<file path="config.mk">
export PLATFORM = sky130hd
export DESIGN_NAME = dda_integrator
export DESIGN_NICKNAME = d
export VERILOG_FILES = /design/src/inc/dda_pkg.sv /design/src/logic/dda_integrator.sv
export SDC_FILE = /design/constraint.sdc
export NUM_CORES = 1
export LEC_CHECK = 0
export BUFFER_PORTS_ARGS = -buffer_cell sky130_fd_sc_hd__buf_2
export CAP_MARGIN = 20
export CORE_UTILIZATION = 50
export CTS_CLUSTER_SIZE = 14
export DETAILED_ROUTE_END_ITERATION = 12
export GPL_TIMING_DRIVEN = 0
export HOLD_SLACK_MARGIN = 0.08
export PLACE_DENSITY = 0.7
export SKIP_CTS_REPAIR_TIMING = 1
export SYNTH_ARGS = -nofsm -noshare
export SYNTH_HDL_FRONTEND = slang
export SYNTH_SLANG_ARGS = --single-unit
</file>
<file path="constraint.sdc">
create_clock -name CLK -period 10.08 [get_ports CLK]
set_input_delay 0.504 -clock CLK [delete_from_list [all_inputs] [get_ports CLK]]
set_output_delay 0.504 -clock CLK [all_outputs]
set_load 0.1 [all_outputs]
</file>
<file path="src/inc/dda_pkg.sv">
package dda_pkg;

  // ****************************************
  // iteration timing
  // ****************************************
  localparam int CLK_HZ   = 40_000_000;
  localparam int ITER_HZ  = 100_000;
  localparam int ITER_CYC = CLK_HZ / ITER_HZ;
  localparam int TICK_W   = 9;

  // ****************************************
  // variable register format
  // ****************************************
  localparam int REG_W          = 30;
  localparam int SIGN_POS       = 29;
  localparam int BODY_W         = 29;
  localparam int MARK_MIN_TIME  = 1;
  localparam int MARK_MIN_OTHER = 2;

  // remainder: one whole is 2^29, start value is one half
  localparam logic signed [30:0] R_ONE  = 31'sh2000_0000;
  localparam logic signed [30:0] R_HALF = 31'sh1000_0000;

  // ****************************************
  // ternary increments
  // ****************************************
  localparam logic signed [3:0] INC_PLUS  = 4'sh1;
  localparam logic signed [3:0] INC_MINUS = 4'shF;
  localparam logic signed [3:0] INC_ZERO  = 4'sh0;
  localparam int SUM_INPUTS = 6;
  localparam int SEC_INPUTS = 2;

  // ****************************************
  // keyboard fill
  // ****************************************
  localparam int GRP_W      = 3;
  localparam int GRP_TOP    = BODY_W - GRP_W;
  localparam int GRP_MAX    = 10;
  localparam int DEC_DIGITS = 8;
  localparam logic [3:0]  DEC_RADIX = 4'hA;
  localparam logic [27:0] DEC_ONE   = 28'h000_0001;

  // ****************************************
  // converter range
  // ****************************************
  localparam logic signed [14:0] DAC_MAX = 15'sh2000;
  localparam logic signed [14:0] DAC_MIN = 15'sh6000;

  typedef enum {ST_FILL, ST_CONV, ST_RUN, ST_HALT} state_t;

endpackage : dda_pkg

</file>
<file path="src/logic/dda_integrator.sv">
// What this block does
// - all modules step together, one increment step per iteration at 100,000 per second
// - each variable register is 30 bits holding a sign bit and a scaling bit
// - the sign bit sits in the first, topmost register position
// - a one marks register length; all positions below the marker are zero
// - with machine time secondary, at most 27 computing bits plus sign and scaling
// - with other secondary input, at most 26 computing bits plus sign and scaling
// - sign one means negative; negative contents are in two's complement
// - register contents are signed fractions from minus one up to below one
// - six summer inputs are added and feed only the secondary input, no output
// - integrator without summer has two secondaries, one primary, positive and negative out
// - constant multiplier takes only a primary input and drives both outputs
// - converter ranges are limited to plus or minus 2^13 increments
// - integrand overflow raises an indication and may halt computation automatically
// - eight octal keys each enter the three-bit group of their value
// - decimal entry is converted to binary before loading; last bit may be truncated
// - remainder starts at one half; overflow either way yields an output increment
// - output increment appears exactly one iteration after its primary input
module dda_integrator
  import dda_pkg::*;
(
  // clock and reset
  input  wire logic        CLK,
  input  wire logic        RST_B,
  // mode levels
  input  wire logic        RUN,
  input  wire logic        SUM_EN,
  input  wire logic        SEC_IS_TIME,
  input  wire logic        CONST_MODE,
  input  wire logic        AUTO_HALT,
  // increments, each a plus and minus line
  input  wire logic        PRI_P,
  input  wire logic        PRI_M,
  input  wire logic [1:0]  SEC_P,
  input  wire logic [1:0]  SEC_M,
  input  wire logic [5:0]  SUM_P,
  input  wire logic [5:0]  SUM_M,
  // fill keyboard
  input  wire logic        KEY_STB,
  input  wire logic [2:0]  KEY_VAL,
  input  wire logic        SIGN_STB,
  input  wire logic        CLEAR_STB,
  input  wire logic        DEC_STB,
  input  wire logic [3:0]  DEC_DIGIT,
  input  wire logic        DEC_LOAD,
  // results
  output logic             ITER_STB,
  output logic             OUT_POS_P,
  output logic             OUT_POS_M,
  output logic             OUT_NEG_P,
  output logic             OUT_NEG_M,
  output logic             OVERFLOW,
  output logic             LEN_FAULT,
  output logic             RUNNING,
  output logic [29:0]      Y_READ,
  output logic [14:0]      DAC_LEVEL
);

  // ****************************************
  // input synchronisers
  // ****************************************
  localparam int SYNC_W = 35;

  logic [SYNC_W-1:0] meta_r;
  logic [SYNC_W-1:0] sync_r;
  logic [4:0]        strb_q_r;
  wire  [SYNC_W-1:0] pin_w = {RUN, SUM_EN, SEC_IS_TIME, CONST_MODE, AUTO_HALT, PRI_P, PRI_M,
                              SEC_P, SEC_M, SUM_P, SUM_M, KEY_STB, KEY_VAL, SIGN_STB,
                              CLEAR_STB, DEC_STB, DEC_DIGIT, DEC_LOAD};
  wire        run_s, sum_en_s, sec_time_s, const_s, auto_halt_s, pri_p_s, pri_m_s;
  wire [1:0]  sec_p_s, sec_m_s;
  wire [5:0]  sum_p_s, sum_m_s;
  wire        key_s, sign_s, clr_s, dec_s, load_s;
  wire [2:0]  key_val_s;
  wire [3:0]  digit_s;

  assign {run_s, sum_en_s, sec_time_s, const_s, auto_halt_s, pri_p_s, pri_m_s, sec_p_s,
          sec_m_s, sum_p_s, sum_m_s, key_s, key_val_s, sign_s, clr_s, dec_s, digit_s,
          load_s} = sync_r;

  always_ff @(posedge CLK or negedge RST_B) begin
    if (!RST_B) begin
      meta_r   <= '0;
      sync_r   <= '0;
      strb_q_r <= '0;
    end else begin
      meta_r   <= pin_w;
      sync_r   <= meta_r;
      strb_q_r <= {key_s, sign_s, clr_s, dec_s, load_s};
    end
  end

  // keys are levels from the panel; act once per press
  wire key_ev  = key_s & ~strb_q_r[4];
  wire sign_ev = sign_s & ~strb_q_r[3];
  wire clr_ev  = clr_s & ~strb_q_r[2];
  wire dec_ev  = dec_s & ~strb_q_r[1];
  wire load_ev = load_s & ~strb_q_r[0];

  // ****************************************
  // iteration timer
  // ****************************************
  logic [TICK_W-1:0] tick_cnt_r;
  logic              tick_r;
  wire               tick_wrap_w = (tick_cnt_r == TICK_W'(ITER_CYC - 1));

  always_ff @(posedge CLK or negedge RST_B) begin
    if (!RST_B) begin
      tick_cnt_r <= '0;
      tick_r     <= 1'b0;
    end else begin
      tick_cnt_r <= tick_wrap_w ? '0 : TICK_W'(tick_cnt_r + 1'b1);
      tick_r     <= tick_wrap_w;
    end
  end

  // ****************************************
  // increment decode
  // ****************************************
  function automatic logic signed [3:0] tern(input logic p, input logic m);
    logic signed [3:0] t;
    t = INC_ZERO;
    if (p && !m) t = INC_PLUS;
    else if (m && !p) t = INC_MINUS;
    return t;
  endfunction : tern

  logic signed [3:0] dy_sum;
  always_comb begin
    dy_sum = INC_ZERO;
    if (sum_en_s) begin
      for (int i = 0; i < SUM_INPUTS; i++) dy_sum = dy_sum + tern(sum_p_s[i], sum_m_s[i]);
    end else begin
      for (int i = 0; i < SEC_INPUTS; i++) dy_sum = dy_sum + tern(sec_p_s[i], sec_m_s[i]);
    end
  end

  wire signed [3:0] dy_w = const_s ? INC_ZERO : dy_sum;
  wire signed [3:0] dx_w = tern(pri_p_s, pri_m_s);

  // ****************************************
  // register format
  // ****************************************
  state_t             state_r;
  state_t             state_nxt;
  logic [REG_W-1:0]   y_r;
  logic signed [30:0] r_r;
  logic               ovf_r;

  // marker is the lowest one in the body; below it only zeros
  wire [BODY_W-1:0] body_w   = y_r[BODY_W-1:0];
  wire [BODY_W-1:0] mark_w   = body_w & BODY_W'(~body_w + 1'b1);
  wire [REG_W-1:0]  lsb_w    = {mark_w, 1'b0};
  wire [REG_W-1:0]  hi_mask  = ~REG_W'(lsb_w - 1'b1);
  wire [BODY_W-1:0] low_mask = BODY_W'((BODY_W'(1) << (sec_time_s ? MARK_MIN_TIME
                                                                   : MARK_MIN_OTHER)) - 1);
  wire              len_ok_w = (|mark_w) && ((mark_w & low_mask) == '0);

  // value is a two's complement fraction with the sign on top
  wire signed [REG_W-1:0] y_val_w = $signed(y_r & hi_mask);
  wire signed [30:0]      y_ext_w = {y_val_w[SIGN_POS], y_val_w};

  // ****************************************
  // integration step
  // ****************************************
  wire signed [30:0] ystep_w  = 31'(dy_w * $signed({1'b0, lsb_w}));
  wire signed [30:0] y_sum_w  = y_ext_w + ystep_w;
  wire               y_ovf_w  = y_sum_w[30] != y_sum_w[SIGN_POS];
  wire signed [30:0] r_add_w  = (dx_w == INC_PLUS)  ? y_ext_w :
                                (dx_w == INC_MINUS) ? 31'(-y_ext_w) : '0;
  wire signed [30:0] r_sum_w  = r_r + r_add_w;
  wire               dz_pos_w = (r_sum_w >= R_ONE);
  wire               dz_neg_w = (r_sum_w < 0);
  wire signed [30:0] r_nxt_w  = dz_pos_w ? 31'(r_sum_w - R_ONE) :
                                dz_neg_w ? 31'(r_sum_w + R_ONE) : r_sum_w;
  wire               run_tick = (state_r == ST_RUN) && tick_r;

  // ****************************************
  // fill and decimal conversion
  // ****************************************
  logic [3:0]        grp_cnt_r;
  logic [27:0]       dec_num_r;
  logic [27:0]       dec_p10_r;
  logic [3:0]        dec_cnt_r;
  logic [BODY_W-1:0] frac_r;
  logic [4:0]        conv_cnt_r;

  wire [BODY_W-1:0] key_shift_w = BODY_W'({key_val_s, {GRP_TOP{1'b0}}} >> (GRP_W * grp_cnt_r));
  wire [27:0]       dbl_w       = {dec_num_r[26:0], 1'b0};
  wire              ge_w        = (dbl_w >= dec_p10_r);
  wire [BODY_W-1:0] frac_nxt_w  = {frac_r[BODY_W-2:0], ge_w};
  wire              conv_last_w = (conv_cnt_r == 5'(BODY_W - 1));
  wire [REG_W-1:0]  dec_mag_w   = {1'b0, frac_nxt_w} & hi_mask;
  // truncation in the doubling loop leaves the last bit uncertain
  wire [REG_W-1:0]  dec_val_w   = y_r[SIGN_POS] ? REG_W'(~dec_mag_w + 1'b1) : dec_mag_w;
  wire [REG_W-1:0]  dec_y_w     = (dec_val_w & hi_mask) | {1'b0, mark_w};
  wire              digit_ok_w  = dec_ev && (dec_cnt_r < 4'(DEC_DIGITS)) &&
                                  (digit_s < DEC_RADIX);
  wire              in_fill     = (state_r == ST_FILL);

  always_ff @(posedge CLK or negedge RST_B) begin
    if (!RST_B) begin
      y_r       <= '0;
      grp_cnt_r <= '0;
    end else if (in_fill && clr_ev) begin
      y_r       <= '0;
      grp_cnt_r <= '0;
    end else if (in_fill && key_ev && (grp_cnt_r < 4'(GRP_MAX))) begin
      y_r[BODY_W-1:0] <= body_w | key_shift_w;
      grp_cnt_r       <= grp_cnt_r + 1'b1;
    end else if (in_fill && sign_ev) begin
      y_r[SIGN_POS] <= ~y_r[SIGN_POS];
    end else if ((state_r == ST_CONV) && conv_last_w) begin
      y_r <= dec_y_w;
    end else if (run_tick && !y_ovf_w) begin
      y_r <= y_sum_w[REG_W-1:0] | {1'b0, mark_w};
    end
  end

  always_ff @(posedge CLK or negedge RST_B) begin
    if (!RST_B) begin
      dec_num_r <= '0;
      dec_p10_r <= DEC_ONE;
      dec_cnt_r <= '0;
    end else if ((in_fill && clr_ev) || ((state_r == ST_CONV) && conv_last_w)) begin
      dec_num_r <= '0;
      dec_p10_r <= DEC_ONE;
      dec_cnt_r <= '0;
    end else if (in_fill && digit_ok_w) begin
      dec_num_r <= 28'(dec_num_r * DEC_RADIX + digit_s);
      dec_p10_r <= 28'(dec_p10_r * DEC_RADIX);
      dec_cnt_r <= dec_cnt_r + 1'b1;
    end else if (state_r == ST_CONV) begin
      dec_num_r <= ge_w ? 28'(dbl_w - dec_p10_r) : dbl_w;
    end
  end

  always_ff @(posedge CLK or negedge RST_B) begin
    if (!RST_B) begin
      frac_r     <= '0;
      conv_cnt_r <= '0;
    end else if (state_r == ST_CONV) begin
      frac_r     <= frac_nxt_w;
      conv_cnt_r <= conv_cnt_r + 1'b1;
    end else begin
      frac_r     <= '0;
      conv_cnt_r <= '0;
    end
  end

  // ****************************************
  // control
  // ****************************************
  always_comb begin
    state_nxt = state_r;
    case (state_r)
      ST_FILL: begin
        if (load_ev) state_nxt = ST_CONV;
        else if (run_s && len_ok_w) state_nxt = ST_RUN;
      end
      ST_CONV: begin
        if (conv_last_w) state_nxt = ST_FILL;
      end
      ST_RUN: begin
        if (!run_s || !len_ok_w) state_nxt = ST_FILL;
        else if (tick_r && y_ovf_w && auto_halt_s) state_nxt = ST_HALT;
      end
      ST_HALT: begin
        if (!run_s) state_nxt = ST_FILL;
      end
      default: state_nxt = ST_FILL;
    endcase
  end

  always_ff @(posedge CLK or negedge RST_B) begin
    if (!RST_B) begin
      state_r <= ST_FILL;
      r_r     <= R_HALF;
      ovf_r   <= 1'b0;
    end else begin
      state_r <= state_nxt;
      if (in_fill) r_r <= R_HALF;
      else if (run_tick) r_r <= r_nxt_w;
      if (run_tick && y_ovf_w) ovf_r <= 1'b1;
      else if (in_fill && clr_ev) ovf_r <= 1'b0;
    end
  end

  // ****************************************
  // outputs
  // ****************************************
  wire signed [14:0] dac_sum_w = $signed(DAC_LEVEL) + (run_tick && dz_pos_w ? 15'sh0001 :
                                 run_tick && dz_neg_w ? 15'sh7FFF : 15'sh0000);
  wire signed [14:0] dac_nxt_w = (dac_sum_w > DAC_MAX) ? DAC_MAX :
                                 (dac_sum_w < DAC_MIN) ? DAC_MIN : dac_sum_w;

  always_ff @(posedge CLK or negedge RST_B) begin
    if (!RST_B) begin
      ITER_STB  <= 1'b0;
      OUT_POS_P <= 1'b0;
      OUT_POS_M <= 1'b0;
      OUT_NEG_P <= 1'b0;
      OUT_NEG_M <= 1'b0;
      OVERFLOW  <= 1'b0;
      LEN_FAULT <= 1'b0;
      RUNNING   <= 1'b0;
      Y_READ    <= '0;
      DAC_LEVEL <= '0;
    end else begin
      ITER_STB  <= tick_r;
      // held for the whole next iteration: one iteration of delay
      if (tick_r) begin
        OUT_POS_P <= run_tick && dz_pos_w;
        OUT_POS_M <= run_tick && dz_neg_w;
        OUT_NEG_P <= run_tick && dz_neg_w;
        OUT_NEG_M <= run_tick && dz_pos_w;
      end
      OVERFLOW  <= ovf_r;
      LEN_FAULT <= in_fill && run_s && !len_ok_w;
      RUNNING   <= (state_r == ST_RUN);
      Y_READ    <= y_r;
      DAC_LEVEL <= dac_nxt_w;
    end
  end

  // ****************************************
  // assertions
  // ****************************************
  localparam int A_GAP = ITER_CYC - 1;
endmodule : dda_integrator

</file>
Word level (Yosys, flattened, before mapping)
Cells that the tools add are included.
{ "classes": {"add_sub_neg": 22, "n_mul": 4, "order_cmp": 8, "eq_ne": 16, "shifts": 2, "muxes": 69, "bitwise_logic": 22, "reduce_logical": 74} }
{ "op_table": {"columns": ["operator", "n"], "rows": [
  ["2-to-1 mux 28 bit", 7],
  ["2-to-1 mux 32 bit", 6],
  ["2-to-1 mux 31 bit", 6],
  ["2-to-1 mux 4 bit", 32],
  ["one-hot mux 32 bit (4 select lines)", 1],
  ["2-to-1 mux 30 bit", 4],
  ["== test 32 x 2 -> 1 bit (second input constant)", 3],
  ["logical NOT 32 bit", 2],
  ["AND 30 bit", 2],
  ["2-to-1 mux 15 bit", 4],
  ["inverter 30 bit", 2],
  ["OR 30 x 29 -> 30 bit", 2],
  ["AND 29 bit", 2],
  ["2-to-1 mux 29 bit", 2],
  ["multiplier 28 x 3 -> 27 bit (second input constant)", 2],
  ["logical AND 1 bit", 37],
  ["== test 32 x 1 -> 1 bit (second input constant)", 1],
  ["== test 32 x 3 -> 1 bit (second input constant)", 1],
  ["adder 30 x 31 -> 31 bit", 1],
  ["adder 31 bit", 1],
  ["adder 31 bit (second input constant)", 1],
  [">= comparator 31 bit (second input constant)", 1],
  ["< comparator 31 x 1 -> 1 bit (second input constant)", 1],
  ["negator 30 -> 31 bit", 1],
  ["45 further kinds", 95]
]} }
{ "word_totals": {"reg_bits": 327, "in_bits": 37, "output_inout_bits": 53, "wordCells": 241} }

Depth between registers and ports, before layout
{ "depth": {"ltp_word": 22, "mapped_depth": 44} }

Worst setup path before layout
No wires, ideal clock.
{ "synth_path": {"path_kind": "reg-to-reg", "from": "register sync_r[13]", "to": "register y_r[26]", "setup_ns": 0.127, "arrival_ns": 9.935, "t_required_ns": 9.953, "slack_ns": 0.019, "path_stages_with_launch": 39, "path_buffers": 3, "synth_period_minus_slack_ns": 10.061, "cell_sequence": "dfrtp_1 -> ha_1 -> fa_1 -> inv_1 -> fa_1 -> inv_1 -> fa_1 -> ha_1 -> xnor3_1 -> xnor2_1 -> mux2i_1 -> nor2_1 -> clkbuf_1 -> nand2_1 -> fa_1 -> inv_1 -> fa_1 -> ha_1 -> [3 not listed] -> a221o_1 -> a2111oi_1 -> a21boi_0 -> nor2_1 -> xor2_1 -> ha_1 -> a21o_1 -> a21o_1 -> a21o_1 -> a21oi_1 -> o31a_1 -> a211oi_1 -> a211oi_1 -> xnor3_1 -> a21oi_2 -> buf_2 -> a21oi_1 -> o2bb2a_1"} }
{ "synth_between": {"elab_chain_len": 19, "word_cells_on_any_way": 26} }
{ "synth_rtl": {"columns": ["item", "line", "text"], "rows": [
  ["from (decl)", "dda_integrator.sv:65", "logic [SYNC_W-1:0] sync_r;"],
  ["from (signal assigned)", "dda_integrator.sv:88", "sync_r <= meta_r;"],
  ["logical AND 1 bit / logical NOT 1 bit (equally long branches)", "dda_integrator.sv:124, dda_integrator.sv:123", null],
  ["2-to-1 mux 4 bit / logical AND 1 bit (equally long branches)", "dda_integrator.sv:124, dda_integrator.sv:123", null],
  ["2-to-1 mux 4 bit *", "dda_integrator.sv:123", "if (p && !m) t = INC_PLUS;"],
  ["2-to-1 mux 4 bit *", "dda_integrator.sv:131", "if (sum_en_s) begin"],
  ["adder 4 bit * (5 in a row)", "dda_integrator.sv:132", "for (int i = 0; i < SUM_INPUTS; i++) dy_sum = dy_sum + tern(sum_p_s[i], sum_m_s[i]);"],
  ["2-to-1 mux 4 bit *", "dda_integrator.sv:131", null],
  ["2-to-1 mux 4 bit *", "dda_integrator.sv:138", "wire signed [3:0] dy_w = const_s ? INC_ZERO : dy_sum;"],
  ["multiplier 4 x 30 -> 30 bit *", "dda_integrator.sv:166", "wire signed [30:0] ystep_w = 31'(dy_w * $signed({1'b0, lsb_w}));"],
  ["adder 30 x 31 -> 31 bit *", "dda_integrator.sv:167", "wire signed [30:0] y_sum_w = y_ext_w + ystep_w;"],
  ["OR 30 x 29 -> 30 bit", "dda_integrator.sv:216", "y_r <= y_sum_w[REG_W-1:0] | {1'b0, mark_w};"],
  ["2-to-1 mux 30 bit", "dda_integrator.sv:215", "end else if (run_tick && !y_ovf_w) begin"],
  ["2-to-1 mux 30 bit", "dda_integrator.sv:213", "end else if ((state_r == ST_CONV) && conv_last_w) begin"],
  ["2-to-1 mux 29 bit", "dda_integrator.sv:211", "end else if (in_fill && sign_ev) begin"],
  ["2-to-1 mux 29 bit", "dda_integrator.sv:208", "end else if (in_fill && key_ev && (grp_cnt_r < 4'(GRP_MAX))) begin"],
  ["2-to-1 mux 30 bit", "dda_integrator.sv:205", "end else if (in_fill && clr_ev) begin"],
  ["to (signal, indexed assignment)", "dda_integrator.sv:209", "y_r[BODY_W-1:0] <= body_w | key_shift_w;"],
  ["to (signal, indexed assignment)", "dda_integrator.sv:212", "y_r[SIGN_POS] <= ~y_r[SIGN_POS];"],
  ["to (signal assigned)", "dda_integrator.sv:214", "y_r <= dec_y_w;"],
  ["to (decl)", "dda_integrator.sv:146", "logic [REG_W-1:0] y_r;"]
]} }
Every way passes the cells marked *; elsewhere a longest branch is shown, timed or not. The select of a mux whose other input is x is not followed.
A chain may end at the register's enable or synchronous reset.

Final worst setup path
{ "layout_path": {"from": "register sync_r[17]", "to": "register y_r[2]"} }
{ "layout_between": {"elab_chain_len": 15, "word_cells_on_any_way": 22} }
{ "layout_rtl": {"columns": ["item", "line"], "rows": [
  ["logical AND 1 bit / logical NOT 1 bit (equally long branches)", "dda_integrator.sv:124, dda_integrator.sv:123"],
  ["2-to-1 mux 4 bit / logical AND 1 bit (equally long branches)", "dda_integrator.sv:124, dda_integrator.sv:123"],
  ["2-to-1 mux 4 bit *", "dda_integrator.sv:123"],
  ["2-to-1 mux 4 bit *", "dda_integrator.sv:131"],
  ["adder 4 bit *", "dda_integrator.sv:132"],
  ["2-to-1 mux 4 bit *", "dda_integrator.sv:131"],
  ["2-to-1 mux 4 bit *", "dda_integrator.sv:138"],
  ["multiplier 4 x 30 -> 30 bit *", "dda_integrator.sv:166"],
  ["adder 30 x 31 -> 31 bit *", "dda_integrator.sv:167"],
  ["OR 30 x 29 -> 30 bit", "dda_integrator.sv:216"],
  ["2-to-1 mux 30 bit", "dda_integrator.sv:215"],
  ["2-to-1 mux 30 bit", "dda_integrator.sv:213"],
  ["2-to-1 mux 29 bit", "dda_integrator.sv:211"],
  ["2-to-1 mux 29 bit", "dda_integrator.sv:208"],
  ["2-to-1 mux 30 bit", "dda_integrator.sv:205"]
]} }
Marked as above.

==> flow_summary_export.csv <==
group,metric,value,unit
logic_synthesis,yosys_most_used_dff,"dfrtp_1",
timing,rsz0062_at_grt,"true",
power_and_ir_drop,p_total,0.00897,W
status,violations,"setup timing",
timing,tightest_slew,1.26,ns
placed_design,place_area,27600,um^2
placed_design,hpwl,65400,um
logic_synthesis,syn_area_per_cell,8.43,um^2
timing,final_max_slew_viol_count,0,
cells_and_area,area_growth,15.7,%
cells_and_area,fin_cells,4040,
setup_path,crit_fanout,8,
timing,finalCriticalPeriod,10.16,ns
status,status,"complete, but fails checks",
clock_tree,cts.path.max_buffers,3,
setup_path,worst_setup_path_end_kind,"flip-flop",
cells_and_area,seqCellArea,7390,um^2
timing,finalHoldViolCount,0,
grt,antenna_found_initial,0,
clock_tree,cts.sinks,295,
clock_tree,clkLatencyLatePin,0.58,ns
cells_and_area,layout.nets,3713,
clock_tree,cts_max_level,2,
setup_path,cp_common_cell,"fa_1",
logic_synthesis,syn_inst,3114,
clock_tree,clk_pin_slew,0.06,ns
setup_path,crit_slowest_cell,"fa_2",
floorplan,die_area,53400,um^2
logic_synthesis,yosysWarnings,0,
grt,grt_pass1_wl,130000,um
timing,skew,0.0255,ns
power_and_ir_drop,vdd_drop_max,0.000218,V
route,via_per_inst,6.07,
placed_design,io_buffer_count,89,
floorplan,start_util,50.9,%
timing,fmax,98.4,MHz
setup_path,crit_type,"flip-flop to flip-flop",
power_and_ir_drop,power_density,295,nW/um^2
grt,grt_pass1_vias,23625,
route,drtIter0Drc,2135,
timing,setup_ws,-0.0789,ns
timing,fin_crit_sh,101,%
cells_and_area,multi_input_comb_area,18200,um^2
route,drc_errors,0,
logic_synthesis,synth_seq_cells,295,
cells_and_area,design_area,30400,um^2
route,wl_per_cell,21.0,um
logic_synthesis,async_flop_share,100,%
route,wirelength,84900,um
power_and_ir_drop,leakagePower,14.6,nW
logic_synthesis,synth_area,26300,um^2
floorplan,io_pins,90,
min_path,hold_class,"flip-flop to flip-flop",
clock_tree,numCtsBuffers,38,
clock_tree,cts-root-buf,"clkbuf_16",
setup_path,start_kind,"flip-flop",
logic_synthesis,synth_seq_area_share,28.1,%
logic_synthesis,synth_cell_type_count,89,
floorplan,fp.dieW,231,um
route,final_antenna_net_count,0,
placed_design,gp_congestion,0.998,
setup_path,max_stage_delay,0.61,ns
cells_and_area,drive_gt1_share,11.0,%
route,dr_total_vias,24507,
cells_and_area,nFillCells,4593,
grt,grt-ovfl-total,0,
floorplan,num_rows,83,
logic_synthesis,synth_edf_count,0,
route,dr.pass1.iters,8,
timing,setup_viol,11,
job,drv_cap,0,
grt,grt_usage,31.1,%
floorplan,core_area,51600,um^2
timing,relSlewSlack,15.9,%
logic_synthesis,synth_nets,3497,
placed_design,place_inst,3886,
floorplan,die_h,231,um
setup_path,worst_ep_arrival_time,10.61,ns
setup_path,critPathRequiredTime,10.53,ns
clock_tree,cts_tree,"built",
grt,grt_max_degree,124,
state kept, by name (all words and copies together) (netlist names), 4 cells and up:
name        count
DAC_LEVEL      15
Y_READ         30
conv_cnt_r      5
dec_cnt_r       4
dec_num_r      27
dec_p10_r      28
frac_r         28
grp_cnt_r       4
meta_r         35
r_r            30
strb_q_r        5
sync_r         35
tick_cnt_r      9
y_r            30
where the power goes:
group	internal [W]	switching [W]
logic	0.00216	0.00376
registers	0.00139	0.000248
clock network	0.000824	0.000601
per-stage QoR:
step / worst slack, ns / setup TNS, ns / utilization, % / hold WS (ns)
final: -0.0789 / -0.238 / 58.9 / 0.343
after CTS: -2.43 / -88.81 / 56.0 / -0.114
after floorplan: 0.0187 / 0 / - / 0.208
after global routing: -0.339 / -9.05 / 58.9 / 0.351
after global placement: -2.36 / -82.41 / 53.4 / 0.332
after detailed placement: -2.39 / -86.54 / 53.5 / 0.335
cells in the mapped netlist, types with 6 or more instances:
library cell	count	area [um^2]
nand2_1	327	1230
dfrtp_1	293	7330
ha_1	274	3430
nor2_1	243	912
a21oi_1	222	1110
inv_1	216	811
o21ai_0	173	866
xnor2_1	144	1260
nand3_1	130	651
clkbuf_1	109	409
nor3_1	86	430
xor2_1	81	709
a21o_1	80	601
fa_1	72	1440
and2_1	51	319
o22ai_1	36	225
nand2b_1	35	219
mux2i_1	33	330
nor2b_1	31	194
o21a_1	29	218
o31ai_1	29	218
or3_1	28	175
nand4_1	25	156
a211oi_1	23	173
o21bai_1	21	158
a31oi_1	19	119
nor4_1	18	113
o211ai_1	18	135
or2_2	18	113
and3_1	16	100
o2bb2a_1	16	160
a22o_1	12	105
buf_1	12	45.0
o22a_1	12	105
a221oi_1	11	96.3
nand3b_1	11	82.6
nor3b_1	10	75.1
o31a_1	10	87.6
a21boi_0	9	67.6
or4_1	8	60.1
a41oi_1	7	61.3
a2111oi_0	6	52.6
a31o_2	6	52.6
maj3_1	6	60.1
nor4b_1	6	52.6
layer usage:
layer | routed length, um | vias up | share of wire [%] | global-route usage (%)
met2 | 39600 | 1013 | 47 | 51.0
li1 | - | 11457 | - | -
met3 | 6440 | 195 | 7.6 | 4.75
met4 | 3690 | 0 | 4.3 | 12.4
met1 | 35200 | 11842 | 41 | 41.2
met5 | 0 | - | 0 | 0
layout by cell type (no fill, tap or decap), types with 82 or more instances in the layout:
master and n:
a21oi_1 207, buf_2 94, clkbuf_1 96, dfrtp_1 292, ha_1 261, inv_1 212, nand2_1 323, nand3_1 128
nor2_1 241, nor3_1 82, o21ai_0 165, xnor2_1 141
kinds of logic after synthesis:
kind of cell	Yosys count	share of synthesized area, %
XOR/XNOR	228	7.78
buffers and inverters	345	4.98
adder cells (fa/ha/maj)	352	18.8
multiplexers	37	1.44
AND/OR/NAND/NOR	1061	19.2
AO/OA/AOI/OAI	796	19.7
flip-flops	295	28.1
worst max-delay path, delay by kind of cell (launching register included):
family	cells	cell delay (ns)
AND/OR/NAND/NOR	4	0.51
multiplexers	1	0.14
buffers and inverters	6	0.60
XOR/XNOR	4	0.90
adder cells (fa/ha/maj)	11	4.42
flip-flops	1	0.40
AO/OA/AOI/OAI	14	3.01
final cells by class:
type	instances	area share (%)
Sequential cell	295	24.3
Timing Repair Buffer	184	4.34
Tap cell	680	2.80
Buffer	119	1.68
Clock inverter	20	0.861
Multi-Input combinational cell	2475	59.9
Clock buffer	48	3.42
Inverter	217	2.69
Antenna cell	2	0.0165
final timing paths:
check | start | to | slack, ns | depth (start not counted)
hold / removal | meta_r[17]$_DFF_PN0_ | sync_r[17]$_DFF_PN0_ | 0.34 | 0
setup reg to reg | sync_r[17]$_DFF_PN0_ | y_r[2]$_DFFE_PN0P_ | -0.08 | 40
min in group asynchronous | RST_B | Y_READ[9]$_DFF_PN0_ | 0.47 | 2
max in group asynchronous | RST_B | sync_r[14]$_DFF_PN0_ | 8.04 | 4
setup / recovery | sync_r[17]$_DFF_PN0_ | y_r[2]$_DFFE_PN0P_ | -0.08 | 40
hold reg to reg | meta_r[17]$_DFF_PN0_ | sync_r[17]$_DFF_PN0_ | 0.34 | 0
Note: power is estimated with default switching activity, not from simulation.
